==> config.mk <==
export PLATFORM = sky130hd
export DESIGN_NAME = hw_random_byte_source
export DESIGN_NICKNAME = d
export VERILOG_FILES = /design/src/hw/rbs_pkg.sv /design/src/hw/noise_if.sv /design/src/hw/noise_bit_source.sv /design/src/hw/rd_data_reg.sv /design/src/hw/hw_random_byte_source.sv
export VERILOG_INCLUDE_DIRS = /design/src /design/src/hw
export SDC_FILE = /design/constraint.sdc
export NUM_CORES = 1
export LEC_CHECK = 0
export ABC_CLOCK_PERIOD_IN_PS = 1700
export BUFFER_PORTS_ARGS = -buffer_cell sky130_fd_sc_hd__buf_2
export CAP_MARGIN = 20
export CORE_MARGIN = 4
export CORE_UTILIZATION = 48
export DETAILED_ROUTE_END_ITERATION = 12
export GPL_ROUTABILITY_DRIVEN = 0
export PLACE_DENSITY_LB_ADDON = 0.1
export SETUP_SLACK_MARGIN = 0.05
export SLEW_MARGIN = 10
export SYNTH_ARGS = -nofsm -noshare
export SYNTH_HDL_FRONTEND = slang
export SYNTH_HIERARCHICAL = 1
export SYNTH_SLANG_ARGS = --single-unit
==> constraint.sdc <==
create_clock -name mclk -period 1.7 [get_ports mclk]
set_input_delay 0.085 -clock mclk [delete_from_list [all_inputs] [get_ports mclk]]
set_output_delay 0.085 -clock mclk [all_outputs]
set_load 0.005 [all_outputs]
==> src/hw/rbs_map.svh <==
`ifndef RBS_MAP_SVH
`define RBS_MAP_SVH

// register offsets
`define GEN_HW_STATUS_OFS 32'hFFBC015F
`define VALID_STATUS_OFS 32'hFFBC0160
`define OUTPUT_BYTE_OFS 32'hFFBC0161
`define IRQ_STATUS_OFS 32'hFFBC0162
`define IRQ_MASK_OFS 32'hFFBC0163

// field positions
`define HW_ENABLE_BIT 0
`define HW_PRESENT_BIT 6
`define VALID_BIT 0
`define IRQ_BYTE_BIT 0

// reset values
`define GEN_HW_STATUS_RST 8'h40
`define VALID_STATUS_RST 8'h00
`define OUTPUT_BYTE_RST 8'h40

// timing
`define BYTE_BITS 8

`endif

==> src/hw/rbs_pkg.sv <==
package rbs_pkg;
    typedef enum logic [2:0] {
        ST_SLEEP = 3'h1,
        ST_FILL = 3'h2,
        ST_FULL = 3'h4
    } gen_state_t;
endpackage

==> src/hw/noise_if.sv <==
`timescale 1ns/1ps
interface noise_if;
    logic run;
    logic bit_valid;
    logic bit_val;
    modport src (input run, output bit_valid, output bit_val);
    modport sink (output run, input bit_valid, input bit_val);
endinterface

==> src/hw/noise_bit_source.sv <==
`timescale 1ns/1ps
module noise_bit_source #(
    parameter int LFSR_W = 16
) (
    // clock and reset
    input wire logic mclk,
    input wire logic nrst,
    // bits out
    noise_if.src nz
);
    typedef struct packed {
        logic [LFSR_W-1:0] lfsr;
        logic bit_valid;
    } src_state_t;
    src_state_t s_r;
    src_state_t s_nxt;

    initial begin
        if (LFSR_W != 16) begin
            $error("noise_bit_source only supports LFSR_W of 16");
        end
    end

    // stand-in for the analogue noise; frozen while not running to save power
    always_comb begin
        s_nxt = s_r;
        s_nxt.bit_valid = 1'b0;
        if (nz.run) begin
            s_nxt.lfsr = {s_r.lfsr[LFSR_W-2:0], s_r.lfsr[15] ^ s_r.lfsr[13] ^ s_r.lfsr[12] ^ s_r.lfsr[10]};
            s_nxt.bit_valid = 1'b1;
        end
    end

    always_ff @(posedge mclk or negedge nrst) begin
        if (!nrst) begin
            s_r <= '{lfsr: 16'hACE1, bit_valid: 1'b0};
        end else begin
            s_r <= s_nxt;
        end
    end

    assign nz.bit_valid = s_r.bit_valid;
    assign nz.bit_val = s_r.lfsr[0];
endmodule

==> src/hw/rd_data_reg.sv <==
`timescale 1ns/1ps
module rd_data_reg #(
    parameter int W = 8
) (
    // clock and reset
    input wire logic mclk,
    input wire logic nrst,
    // data
    input wire logic [W-1:0] d,
    output logic [W-1:0] q
);
    initial begin
        if (W < 1) begin
            $error("rd_data_reg width must be positive");
        end
    end

    // registered read data, one cycle behind the strobe
    always_ff @(posedge mclk or negedge nrst) begin
        if (!nrst) begin
            q <= '0;
        end else begin
            q <= d;
        end
    end
endmodule

==> src/hw/hw_random_byte_source.sv <==
// Design decision made here: the plain strobed port.
`timescale 1ns/1ps
`include "rbs_map.svh"
module hw_random_byte_source
    import rbs_pkg::*;
#(
    parameter logic GEN_PRESENT = 1'b1,
    parameter int AW = 32
) (
    // clock and reset
    input wire logic mclk,
    input wire logic nrst,
    // register port
    input wire logic [AW-1:0] addr,
    input wire logic [7:0] wdata,
    input wire logic wr,
    input wire logic rd,
    output logic [7:0] rdata,
    // interrupt
    output logic irq
);
    typedef struct packed {
        gen_state_t st;
        logic enable;
        logic valid;
        logic [7:0] shift;
        logic [2:0] cnt;
        logic [7:0] out_byte;
        logic irq_stat;
        logic irq_mask;
    } top_state_t;

    top_state_t s_r;
    top_state_t s_nxt;
    logic [7:0] rd_mux;
    logic present;
    logic rd_data_hit;
    logic byte_done;

    noise_if nz();

    initial begin
        if (AW < 32) begin
            $error("address width must be at least 32");
        end
    end

    assign present = GEN_PRESENT;
    assign rd_data_hit = rd && (addr == `OUTPUT_BYTE_OFS);
    // a bit still in flight when enable drops must not complete a byte
    assign byte_done = nz.bit_valid && s_r.enable && (s_r.st == ST_FILL) && (s_r.cnt == 3'h7);

    // noise source only runs while collecting; it idles otherwise to save power
    assign nz.run = s_r.enable && present && (s_r.st == ST_FILL);

    noise_bit_source #(.LFSR_W(16)) u_src (
        .mclk(mclk),
        .nrst(nrst),
        .nz(nz.src)
    );

    // next state of the whole block
    always_comb begin
        s_nxt = s_r;
        if (wr && addr == `GEN_HW_STATUS_OFS) begin
            s_nxt.enable = wdata[`HW_ENABLE_BIT];
        end
        if (wr && addr == `IRQ_MASK_OFS) begin
            s_nxt.irq_mask = wdata[`IRQ_BYTE_BIT];
        end
        case (s_r.st)
            ST_SLEEP: begin
                if (s_r.enable && present) begin
                    s_nxt.st = ST_FILL;
                    s_nxt.cnt = 3'h0;
                end
            end
            ST_FILL: begin
                if (!s_r.enable) begin
                    s_nxt.st = ST_SLEEP;
                end else if (nz.bit_valid) begin
                    s_nxt.shift = {s_r.shift[6:0], nz.bit_val};
                    s_nxt.cnt = s_r.cnt + 3'h1;
                    if (byte_done) begin
                        s_nxt.out_byte = {s_r.shift[6:0], nz.bit_val};
                        s_nxt.st = ST_FULL;
                    end
                end
            end
            ST_FULL: begin
                // wait for the byte to be taken before collecting another
                if (rd_data_hit) begin
                    s_nxt.st = s_r.enable ? ST_FILL : ST_SLEEP;
                    s_nxt.cnt = 3'h0;
                end
            end
            default: s_nxt.st = ST_SLEEP;
        endcase
        // a byte landing wins over a read in the same cycle
        if (byte_done) begin
            s_nxt.valid = 1'b1;
        end else if (rd_data_hit) begin
            s_nxt.valid = 1'b0;
        end
        // set wins over write-one-to-clear
        if (byte_done) begin
            s_nxt.irq_stat = 1'b1;
        end else if (wr && addr == `IRQ_STATUS_OFS && wdata[`IRQ_BYTE_BIT]) begin
            s_nxt.irq_stat = 1'b0;
        end
    end

    always_ff @(posedge mclk or negedge nrst) begin
        if (!nrst) begin
            s_r.st <= ST_SLEEP;
            s_r.enable <= 1'b0;
            s_r.valid <= 1'b0;
            s_r.shift <= 8'h00;
            s_r.cnt <= 3'h0;
            s_r.out_byte <= `OUTPUT_BYTE_RST;
            s_r.irq_stat <= 1'b0;
            s_r.irq_mask <= 1'b0;
        end else begin
            s_r <= s_nxt;
        end
    end

    // read decode; reserved bits and unmapped addresses read zero
    always_comb begin
        rd_mux = 8'h00;
        if (rd) begin
            case (addr)
                `GEN_HW_STATUS_OFS: begin
                    rd_mux[`HW_PRESENT_BIT] = present;
                    rd_mux[`HW_ENABLE_BIT] = s_r.enable;
                end
                `VALID_STATUS_OFS: rd_mux[`VALID_BIT] = s_r.valid;
                `OUTPUT_BYTE_OFS: rd_mux = s_r.out_byte;
                `IRQ_STATUS_OFS: rd_mux[`IRQ_BYTE_BIT] = s_r.irq_stat;
                `IRQ_MASK_OFS: rd_mux[`IRQ_BYTE_BIT] = s_r.irq_mask;
                default: rd_mux = 8'h00;
            endcase
        end
    end

    rd_data_reg #(.W(8)) u_rd (
        .mclk(mclk),
        .nrst(nrst),
        .d(rd_mux),
        .q(rdata)
    );

    assign irq = s_r.irq_stat & s_r.irq_mask;

    // checks
    valid_set_a: assert property (@(posedge mclk) disable iff (!nrst)
        byte_done |=> s_r.valid) else $error("valid not set after full byte");
    valid_clear_a: assert property (@(posedge mclk) disable iff (!nrst)
        (rd_data_hit && !byte_done) |=> !s_r.valid) else $error("valid not cleared by read");
    no_shift_off_a: assert property (@(posedge mclk) disable iff (!nrst)
        !s_r.enable |=> $stable(s_r.shift)) else $error("shift while disabled");
    valid_hold_a: assert property (@(posedge mclk) disable iff (!nrst)
        (!s_r.enable && !rd_data_hit) |=> $stable(s_r.valid)) else $error("valid moved while disabled");
    low_power_a: assert property (@(posedge mclk) disable iff (!nrst)
        (s_r.st != ST_FILL) |-> !nz.run) else $error("source running while idle");
    present_rd_a: assert property (@(posedge mclk) disable iff (!nrst)
        (rd && addr == `GEN_HW_STATUS_OFS) |=> rdata == {1'b0, present, 5'h00, $past(s_r.enable)})
        else $error("hw status readback wrong");
    enable_wr_a: assert property (@(posedge mclk) disable iff (!nrst)
        (wr && addr == `GEN_HW_STATUS_OFS) |=> s_r.enable == $past(wdata[0])) else $error("enable not written");
    vstat_rd_a: assert property (@(posedge mclk) disable iff (!nrst)
        (rd && addr == `VALID_STATUS_OFS) |=> rdata[7:1] == 7'h00) else $error("reserved valid bits set");
    // software may abandon a byte by disabling, so that cancels the deadline
    byte_fill_a: assert property (@(posedge mclk) disable iff (!nrst || !s_r.enable)
        (s_r.st == ST_FILL && s_r.enable && s_r.cnt == 3'h0 && !s_r.valid) |-> ##[1:40] s_r.valid)
        else $error("byte not collected in time");
    irq_level_a: assert property (@(posedge mclk) disable iff (!nrst)
        (byte_done && s_r.irq_mask) |=> irq) else $error("irq not raised for unmasked byte");

    // collection path: one fresh bit per step, byte only moves when complete
    shift_step_a: assert property (@(posedge mclk) disable iff (!nrst)
        (s_r.st == ST_FILL && s_r.enable && nz.bit_valid)
        |=> s_r.shift == {$past(s_r.shift[6:0]), $past(nz.bit_val)}) else $error("bit not shifted in");
    valid_full_a: assert property (@(posedge mclk) disable iff (!nrst)
        s_r.valid == (s_r.st == ST_FULL)) else $error("valid flag and full state disagree");
    out_hold_a: assert property (@(posedge mclk) disable iff (!nrst)
        !byte_done |=> $stable(s_r.out_byte)) else $error("data byte moved without a full byte");
    state_onehot_a: assert property (@(posedge mclk) disable iff (!nrst)
        $onehot(s_r.st)) else $error("state not one-hot");

    // register port: enable only moves on a write, reads return live state
    enable_hold_a: assert property (@(posedge mclk) disable iff (!nrst)
        !(wr && addr == `GEN_HW_STATUS_OFS) |=> $stable(s_r.enable)) else $error("enable moved without write");
    data_rd_a: assert property (@(posedge mclk) disable iff (!nrst)
        (rd && addr == `OUTPUT_BYTE_OFS) |=> rdata == $past(s_r.out_byte)) else $error("data byte readback wrong");
    vstat_val_a: assert property (@(posedge mclk) disable iff (!nrst)
        (rd && addr == `VALID_STATUS_OFS) |=> rdata[0] == $past(s_r.valid)) else $error("valid readback wrong");
    rd_idle_a: assert property (@(posedge mclk) disable iff (!nrst)
        !rd |=> rdata == 8'h00) else $error("read data not zero between reads");

    // sticky interrupt status: set by a byte, held, cleared by writing one
    irq_set_a: assert property (@(posedge mclk) disable iff (!nrst)
        byte_done |=> s_r.irq_stat) else $error("irq status not set by byte");
    irq_sticky_a: assert property (@(posedge mclk) disable iff (!nrst)
        (s_r.irq_stat && !(wr && addr == `IRQ_STATUS_OFS && wdata[`IRQ_BYTE_BIT])) |=> s_r.irq_stat)
        else $error("irq status dropped without clear");
    irq_clear_a: assert property (@(posedge mclk) disable iff (!nrst)
        (wr && addr == `IRQ_STATUS_OFS && wdata[`IRQ_BYTE_BIT] && !byte_done) |=> !s_r.irq_stat)
        else $error("irq status not cleared");

    fill_c: cover property (@(posedge mclk) disable iff (!nrst) byte_done);
    read_c: cover property (@(posedge mclk) disable iff (!nrst) rd_data_hit && s_r.valid);
    race_c: cover property (@(posedge mclk) disable iff (!nrst) rd_data_hit && byte_done);
    irq_c: cover property (@(posedge mclk) disable iff (!nrst) irq);
    hold_c: cover property (@(posedge mclk) disable iff (!nrst) s_r.st == ST_FULL && !s_r.enable);
endmodule

==> reports/metrics.yaml, run 1 <==
status:
  status: "complete, no violations"
worst_setup_path:
  max_stage_delay_ns: 0.42
  worst-path-buf-inv: 0
  cp-start-kind: "flip-flop"
  cp_cell_sequence: "or3b_4, nor4_4, a41oi_2, mux2_2"
  criticalPathCategory: "flip-flop to flip-flop"
  critPathCaptureType: "flip-flop"
  reg2regPathDepth: 4
  cp.arrival_ns: 1.82
  required_ns: 1.89
  path_depth: 4
  cp_max_fo: 4
  crit_family: "simple AND/OR/NAND/NOR gates"
  slowest_stage: "or3b_4"
die:
  dieHeight_um: 76.14
  die_w_um: 76.14
  die_area_mm2: 0.005797
  rows: 24
  floorplan.initialDensity_pct: 50.48
  num_io_pins: 53
  core_mm2: 0.004414
detailed_routing:
  drt-total-wl_um: 4052
  wire_per_inst_um: 14.52
  postRouteAntennaNets: 0
  routed-via-count: 1526
  routed_via_density: 5.470
  initialDrtViolationCount: 66
  dr.pass1.iters: 4
  drc: 0
yosys:
  synth.avg_cell_area_um2: 13.93
  seq_area_frac_synth_pct: 56.71
  synth_warnings: 6
  syn_nets: 206
  synthDistinctLibCells: 43
  synth_area_mm2: 0.002228
  synth_seq_cells: 50
  netlist_instances: 160
power:
  combPwrFrac_pct: 5.0
  power.share.sequential_pct: 58.2
  power.density_mw_per_mm2: 733.7
  swShare_pct: 21.00
  leakage_nw: 1.364
  netSwitchingPower_w: 0.0004288
  max-vdd-ir-drop_mv: 0.3729
  clock_power_share_pct: 36.8
  internal-power_w: 0.001614
cells_and_area:
  antenna_cells: 0
  final_cells: 279
  drive_gt1_share_pct: 47.58
  area_growth_pct: 24.93
  nets: 272
sta:
  finalHoldViolCount: 0
  fmax_ghz: 0.6109
  drv_slew: 0
  fin_crit_ns: 1.637
  slew_headroom_pct: 64.20
  rsz0062_at_grt: "true"
  timing.hold.ws_ns: 0.05128
  finalClockSkew_ns: 0.006855
  worstMarginPinSlew_ns: 0.5365
  period_share_pct: 96.29
  setup_violations: 0
clock_tree:
  htreeDepth: 2
  clk_pin_slew_ns: 0.09
  clock_path_buffers: 2
  clk_latency_ns: 0.30
  cts_setup_buffers: 0
  root_buffer: "clkbuf_8"
  cts_tree: "built"
  cts.sinks: 50
  cts_made_buffers: 5
flow_run:
  max_cap_viol_count: 0
global_route:
  grt_max_degree: 51
  grt_antenna_before_repair: 0
  overflow: 0
  grt_pass1_wl_um: 7120
  gr-usage-all-layers_pct: 14.96
  grt_pass1_vias: 1629
placement:
  numPortBuffers: 45
  dp_cells: 270
  dp.final_hpwl_um: 3043
min_path:
  hold_path_depth: 2
  hp-class: "primary input to flip-flop"
placed cells by master, fill, tap and decap left out, types with 2 or more instances in the layout:
master / instances
clkbuf_8: 7
nand3_1: 3
nand2b_1: 5
buf_4: 15
mux2_2: 8
nand3b_1: 2
mux2_4: 8
mux2_1: 17
dfrtp_1: 40
nor2_1: 5
nand2_1: 2
inv_1: 3
ha_1: 2
buf_2: 45
nand4_1: 4
nor4b_1: 3
a22o_1: 2
a21oi_1: 3
nand4b_1: 2
nor3_1: 2
xnor2_1: 3
nor4_2: 2
dfstp_2: 10
o21ai_1: 3
and2_1: 8
registers in the layout, summed over array words and instances, names as in the netlist:
signal              count
u_src/nz.bit_valid      1
u_rd/q                  8
u_src/s_r              15
s_r                    25
u_src/nz.bit_val        1
power groups by stage:
| stage | Combinational, W | Sequential (W) | Clock, W |
|---|---|---|---|
| floorplan | 0.0000176 | 0.00121 | 0 |
| global placement | 0.0000967 | 0.00121 | 0 |
| detailed placement | 0.000101 | 0.00121 | 0 |
| CTS | 0.000104 | 0.00119 | 0.000770 |
| global route | 0.000117 | 0.00119 | 0.000821 |
| finish | 0.000102 | 0.00119 | 0.000751 |
worst register-to-register path, cell delays in order, from the launching register on:
cell     delay (ns)
dfstp_2        0.41
or3b_4         0.42
nor4_4         0.22
a41oi_2        0.18
mux2_2         0.29
cell usage after synthesis, drive strengths merged:
cell type / n / area share (%)
dfstp: 10 / 12
xor2: 1 / 0.39
nand4: 4 / 1.1
clkbuf: 1 / 0.17
mux2: 33 / 18
a22oi: 1 / 0.34
nor2b: 1 / 0.28
a21oi: 3 / 0.67
inv: 3 / 0.51
nand3: 3 / 0.67
ha: 2 / 1.1
o22ai: 1 / 0.28
nand2: 2 / 0.34
a22o: 2 / 0.79
o32ai: 1 / 0.39
dfrtp: 40 / 45
o21ai: 3 / 0.67
nor4: 4 / 1.7
a41oi: 1 / 0.39
nor4b: 3 / 1.2
or3b: 1 / 0.39
a21boi: 1 / 0.34
or4b: 2 / 1.1
nand2b: 5 / 1.4
nand3b: 2 / 0.67
nor4bb: 1 / 0.45
or2: 1 / 0.28
nand4b: 2 / 0.79
mux4: 1 / 1.0
and4: 1 / 0.39
nor2: 6 / 1.0
o21ba: 1 / 0.45
xnor2: 3 / 1.2
buf: 3 / 1.6
or4: 1 / 0.51
nor3: 2 / 0.45
and2: 8 / 2.2
area by class of cell:
| type | count | area (um^2) |
|---|---|---|
| clock buffers | 7 | 96.34 |
| clock inverters | 1 | 8.758 |
| fillers | 345 | 1630 |
| inverters | 3 | 11.26 |
| multi-input cells | 103 | 959.7 |
| flip-flops and latches | 50 | 1264 |
| well taps | 52 | 65.06 |
| repair buffers | 63 | 379.1 |
through the flow:
step                cell area, um^2  power, W  utilization [%]  setup TNS [ns]  worst slack [ns]
detailed placement             2634  0.001313            59.67         -0.6732           -0.1787
floorplan                      2235  0.001230                -        -0.01663          -0.01663
CTS                            2768  0.002063            62.70               0           0.06385
global route                   2784  0.002127            63.07               0           0.02588
finish                         2784  0.002042            63.07               0           0.06301
global placement               2634  0.001309            59.67         -0.1785           -0.1291
per-layer routing:
metal / wire length [um] / part of all wire (%) / vias to the layer above / global-route usage (%)
met3: 287 / 7.1 / 7 / 4.137
li1: - / - / 714 / -
met2: 1974 / 49 / 48 / 25.17
met4: 52 / 1.3 / 0 / 5.070
met5: 0 / 0 / - / 0
met1: 1737 / 43 / 757 / 18.43
logic make-up (layout without fill, tap and decap cells):
kind of cell    Yosys count  after routing  synth area share [%]
compound gates           14             14                 4.324
fa+ha+maj                 2              2                 1.123
flops                    50             50                 56.71
simple gates             49             49                 14.94
buf+inv                   7             74                 2.302
xor+xnor                  4              4                 1.572
mux                      34             34                 19.03
worst paths after layout:
kind,start,to,slack (ns)
hold / removal,wdata[0],s_r[0],0.05
setup reg to reg,s_r[23],s_r[10],0.06
max in group asynchronous,nrst,s_r[8],1.13
setup / recovery,s_r[23],s_r[10],0.06
hold reg to reg,s_r[3],s_r[3],0.49
min in group asynchronous,nrst,u_src/s_r[15],0.29
what timing repair did:
| action | CTS | global route |
|---|---|---|
| gates cloned | 0 | 0 |
| resized for setup | 4 | 3 |
| setup endpoints to repair | 8 | 11 |
| hold buffers | 1 | 0 |
| endpoints found under the hold margin | 40 | 0 |
| pin swaps | 2 | 3 |
No activity file was read; power rests on OpenSTA's default activity.
==> inputs of run 2 (changes only) <==
- BUFFER_PORTS_ARGS: -buffer_cell sky130_fd_sc_hd__buf_2 -> -buffer_cell sky130_fd_sc_hd__clkbuf_2
==> run 2 against run 1 <==
Wire length up 2.1%. Sequential power about the same. Hold slack better by 0.0086 ns. Clock power down 16%. Non-clock buffer count up 1. Die area unchanged. Total power down 6.0%. First-iteration DRC count up 3.0%. Sequential share of layout area about the same. Flip-flop and latch count unchanged. Critical endpoint is now s_r[2]. Highest routed layer unchanged.
==> reports/metrics.yaml, run 2 (synthesis results as in run 1) <==
status:
  status: "complete, no violations"
worst_setup_path:
  critPathCaptureType: "flip-flop"
  cp.arrival_ns: 1.80
  cp-start-kind: "flip-flop"
  cp_max_fo: 6
  required_ns: 1.87
  criticalPathCategory: "flip-flop to flip-flop"
clock_tree:
  root_buffer: "clkbuf_8"
  cts_tree: "built"
  cts_made_buffers: 5
  clock_path_buffers: 2
  htreeDepth: 2
  clk_pin_slew_ns: 0.08
  clk_latency_ns: 0.29
  cts.sinks: 50
sta:
  finalClockSkew_ns: 0.002539
  rsz0062_at_grt: "true"
  slew_headroom_pct: 64.15
  worstMarginPinSlew_ns: 0.5377
  finalHoldViolCount: 0
  setup_violations: 0
  fin_crit_ns: 1.623
  fmax_ghz: 0.6162
  timing.hold.ws_ns: 0.05984
  period_share_pct: 95.47
  drv_slew: 0
cells_and_area:
  drive_gt1_share_pct: 46.49
  reg_top3: "s_r: 25 flops, u_src/s_r: 15 flops, u_rd/q: 8 flops"
  area_growth_pct: 24.87
  mostFrequentLayoutCells: "clkbuf_2 (45), dfrtp_1 (40), mux2_1 (17)"
  nets: 273
  multi_input_area_um2: 960.9
  final_area_mm2: 0.002783
  layout_commonest_cell: "clkbuf_2"
  top_register: "s_r"
  regArea_mm2: 0.001264
  n_fill_cell: 349
  largest_reg_flops: 25
  antenna_cells: 0
power:
  max-vdd-ir-drop_mv: 0.4009
  power_w: 0.001919
  power.density_mw_per_mm2: 689.8
  leakage_nw: 1.357
detailed_routing:
  routed_via_density: 5.507
  drc: 0
  routed-via-count: 1542
  postRouteAntennaNets: 0
  initialDrtViolationCount: 68
  dr.pass1.iters: 4
  wire_per_inst_um: 14.78
  drt-total-wl_um: 4137
placement:
  numPortBuffers: 45
  dp.final_hpwl_um: 3051
  placed_cell_area_mm2: 0.002626
die:
  num_io_pins: 53
  rows: 24
  core_mm2: 0.004414
  die_w_um: 76.14
  floorplan.initialDensity_pct: 50.48
  dieHeight_um: 76.14
  die_area_mm2: 0.005797
flow_run:
  max_cap_viol_count: 0
global_route:
  grt_antenna_before_repair: 0
  grt_pass1_vias: 1665
  overflow: 0
  grt_max_degree: 31
  gr-usage-all-layers_pct: 15.33
  grt_pass1_wl_um: 7334
min_path:
  hp-class: "primary input to flip-flop"
run 2: worst paths after layout:
| path | startpoint | end | slack [ns] | cells after the start |
|---|---|---|---|---|
| max in group asynchronous | nrst | s_r[8] | 0.79 | 3 |
| min | wdata[0] | s_r[0] | 0.06 | 2 |
| min reg2reg | s_r[19] | s_r[9] | 0.48 | 1 |
| min in group asynchronous | nrst | u_src/s_r[13] | 0.31 | 2 |
| max | s_r[24] | s_r[2] | 0.08 | 5 |
| max reg2reg | s_r[24] | s_r[2] | 0.08 | 5 |
run 2: cell type report:
| cell class | instances | share of cell area [%] |
|---|---|---|
| inverter | 3 | 0.4047 |
| timing repair buffer | 64 | 14.43 |
| tap | 52 | 2.338 |
| multi-input combinational | 103 | 34.53 |
| clock buffer | 8 | 2.878 |
| sequential | 50 | 45.41 |
run 2: per-layer routing:
layer	vias up	GRT usage, %	routed length, um
met4	0	5.594	86
met2	60	24.06	1923
met5	-	0	0
met1	754	20.25	1862
li1	718	-	-
met3	10	4.374	264
run 2: metrics by stage:
step	setup slack (ns)	util [%]	instances	TNS, ns
finish	0.07709	63.04	280	0
global route	0.02107	63.04	280	0
CTS	0.06606	62.05	278	0
detailed placement	-0.1996	59.50	269	-0.5236
global placement	-0.1104	59.50	269	-0.1419
floorplan	-0.01663	-	160	-0.01663
run 2: worst max-delay path, stage by stage, from the launching register on:
cell and delay (ns):
dfrtp_1 0.39, buf_6 0.13, nor4bb_4 0.35, nand3_2 0.16, buf_6 0.17, mux2_1 0.31
run 2: power by group:
part	switching [W]	internal [W]	leakage [nW]
Sequential	0.00000000000131	0.00119	0.652
Clock	0.000336	0.000292	0.0395
Combinational	0.0000510	0.0000510	0.666
Total	0.000387	0.00153	1.36
run 2: timing repair:
| item | 4_1_cts | 5_1_grt |
|---|---|---|
| endpoints found under the hold margin | 12 | 0 |
| setup buffers | 0 | 1 |
| cloned | 0 | 1 |
| hold buffers | 1 | 0 |
| pin swaps | 2 | 4 |
| gates resized for setup | 5 | 8 |
| endpoints found under the setup margin | 13 | 15 |
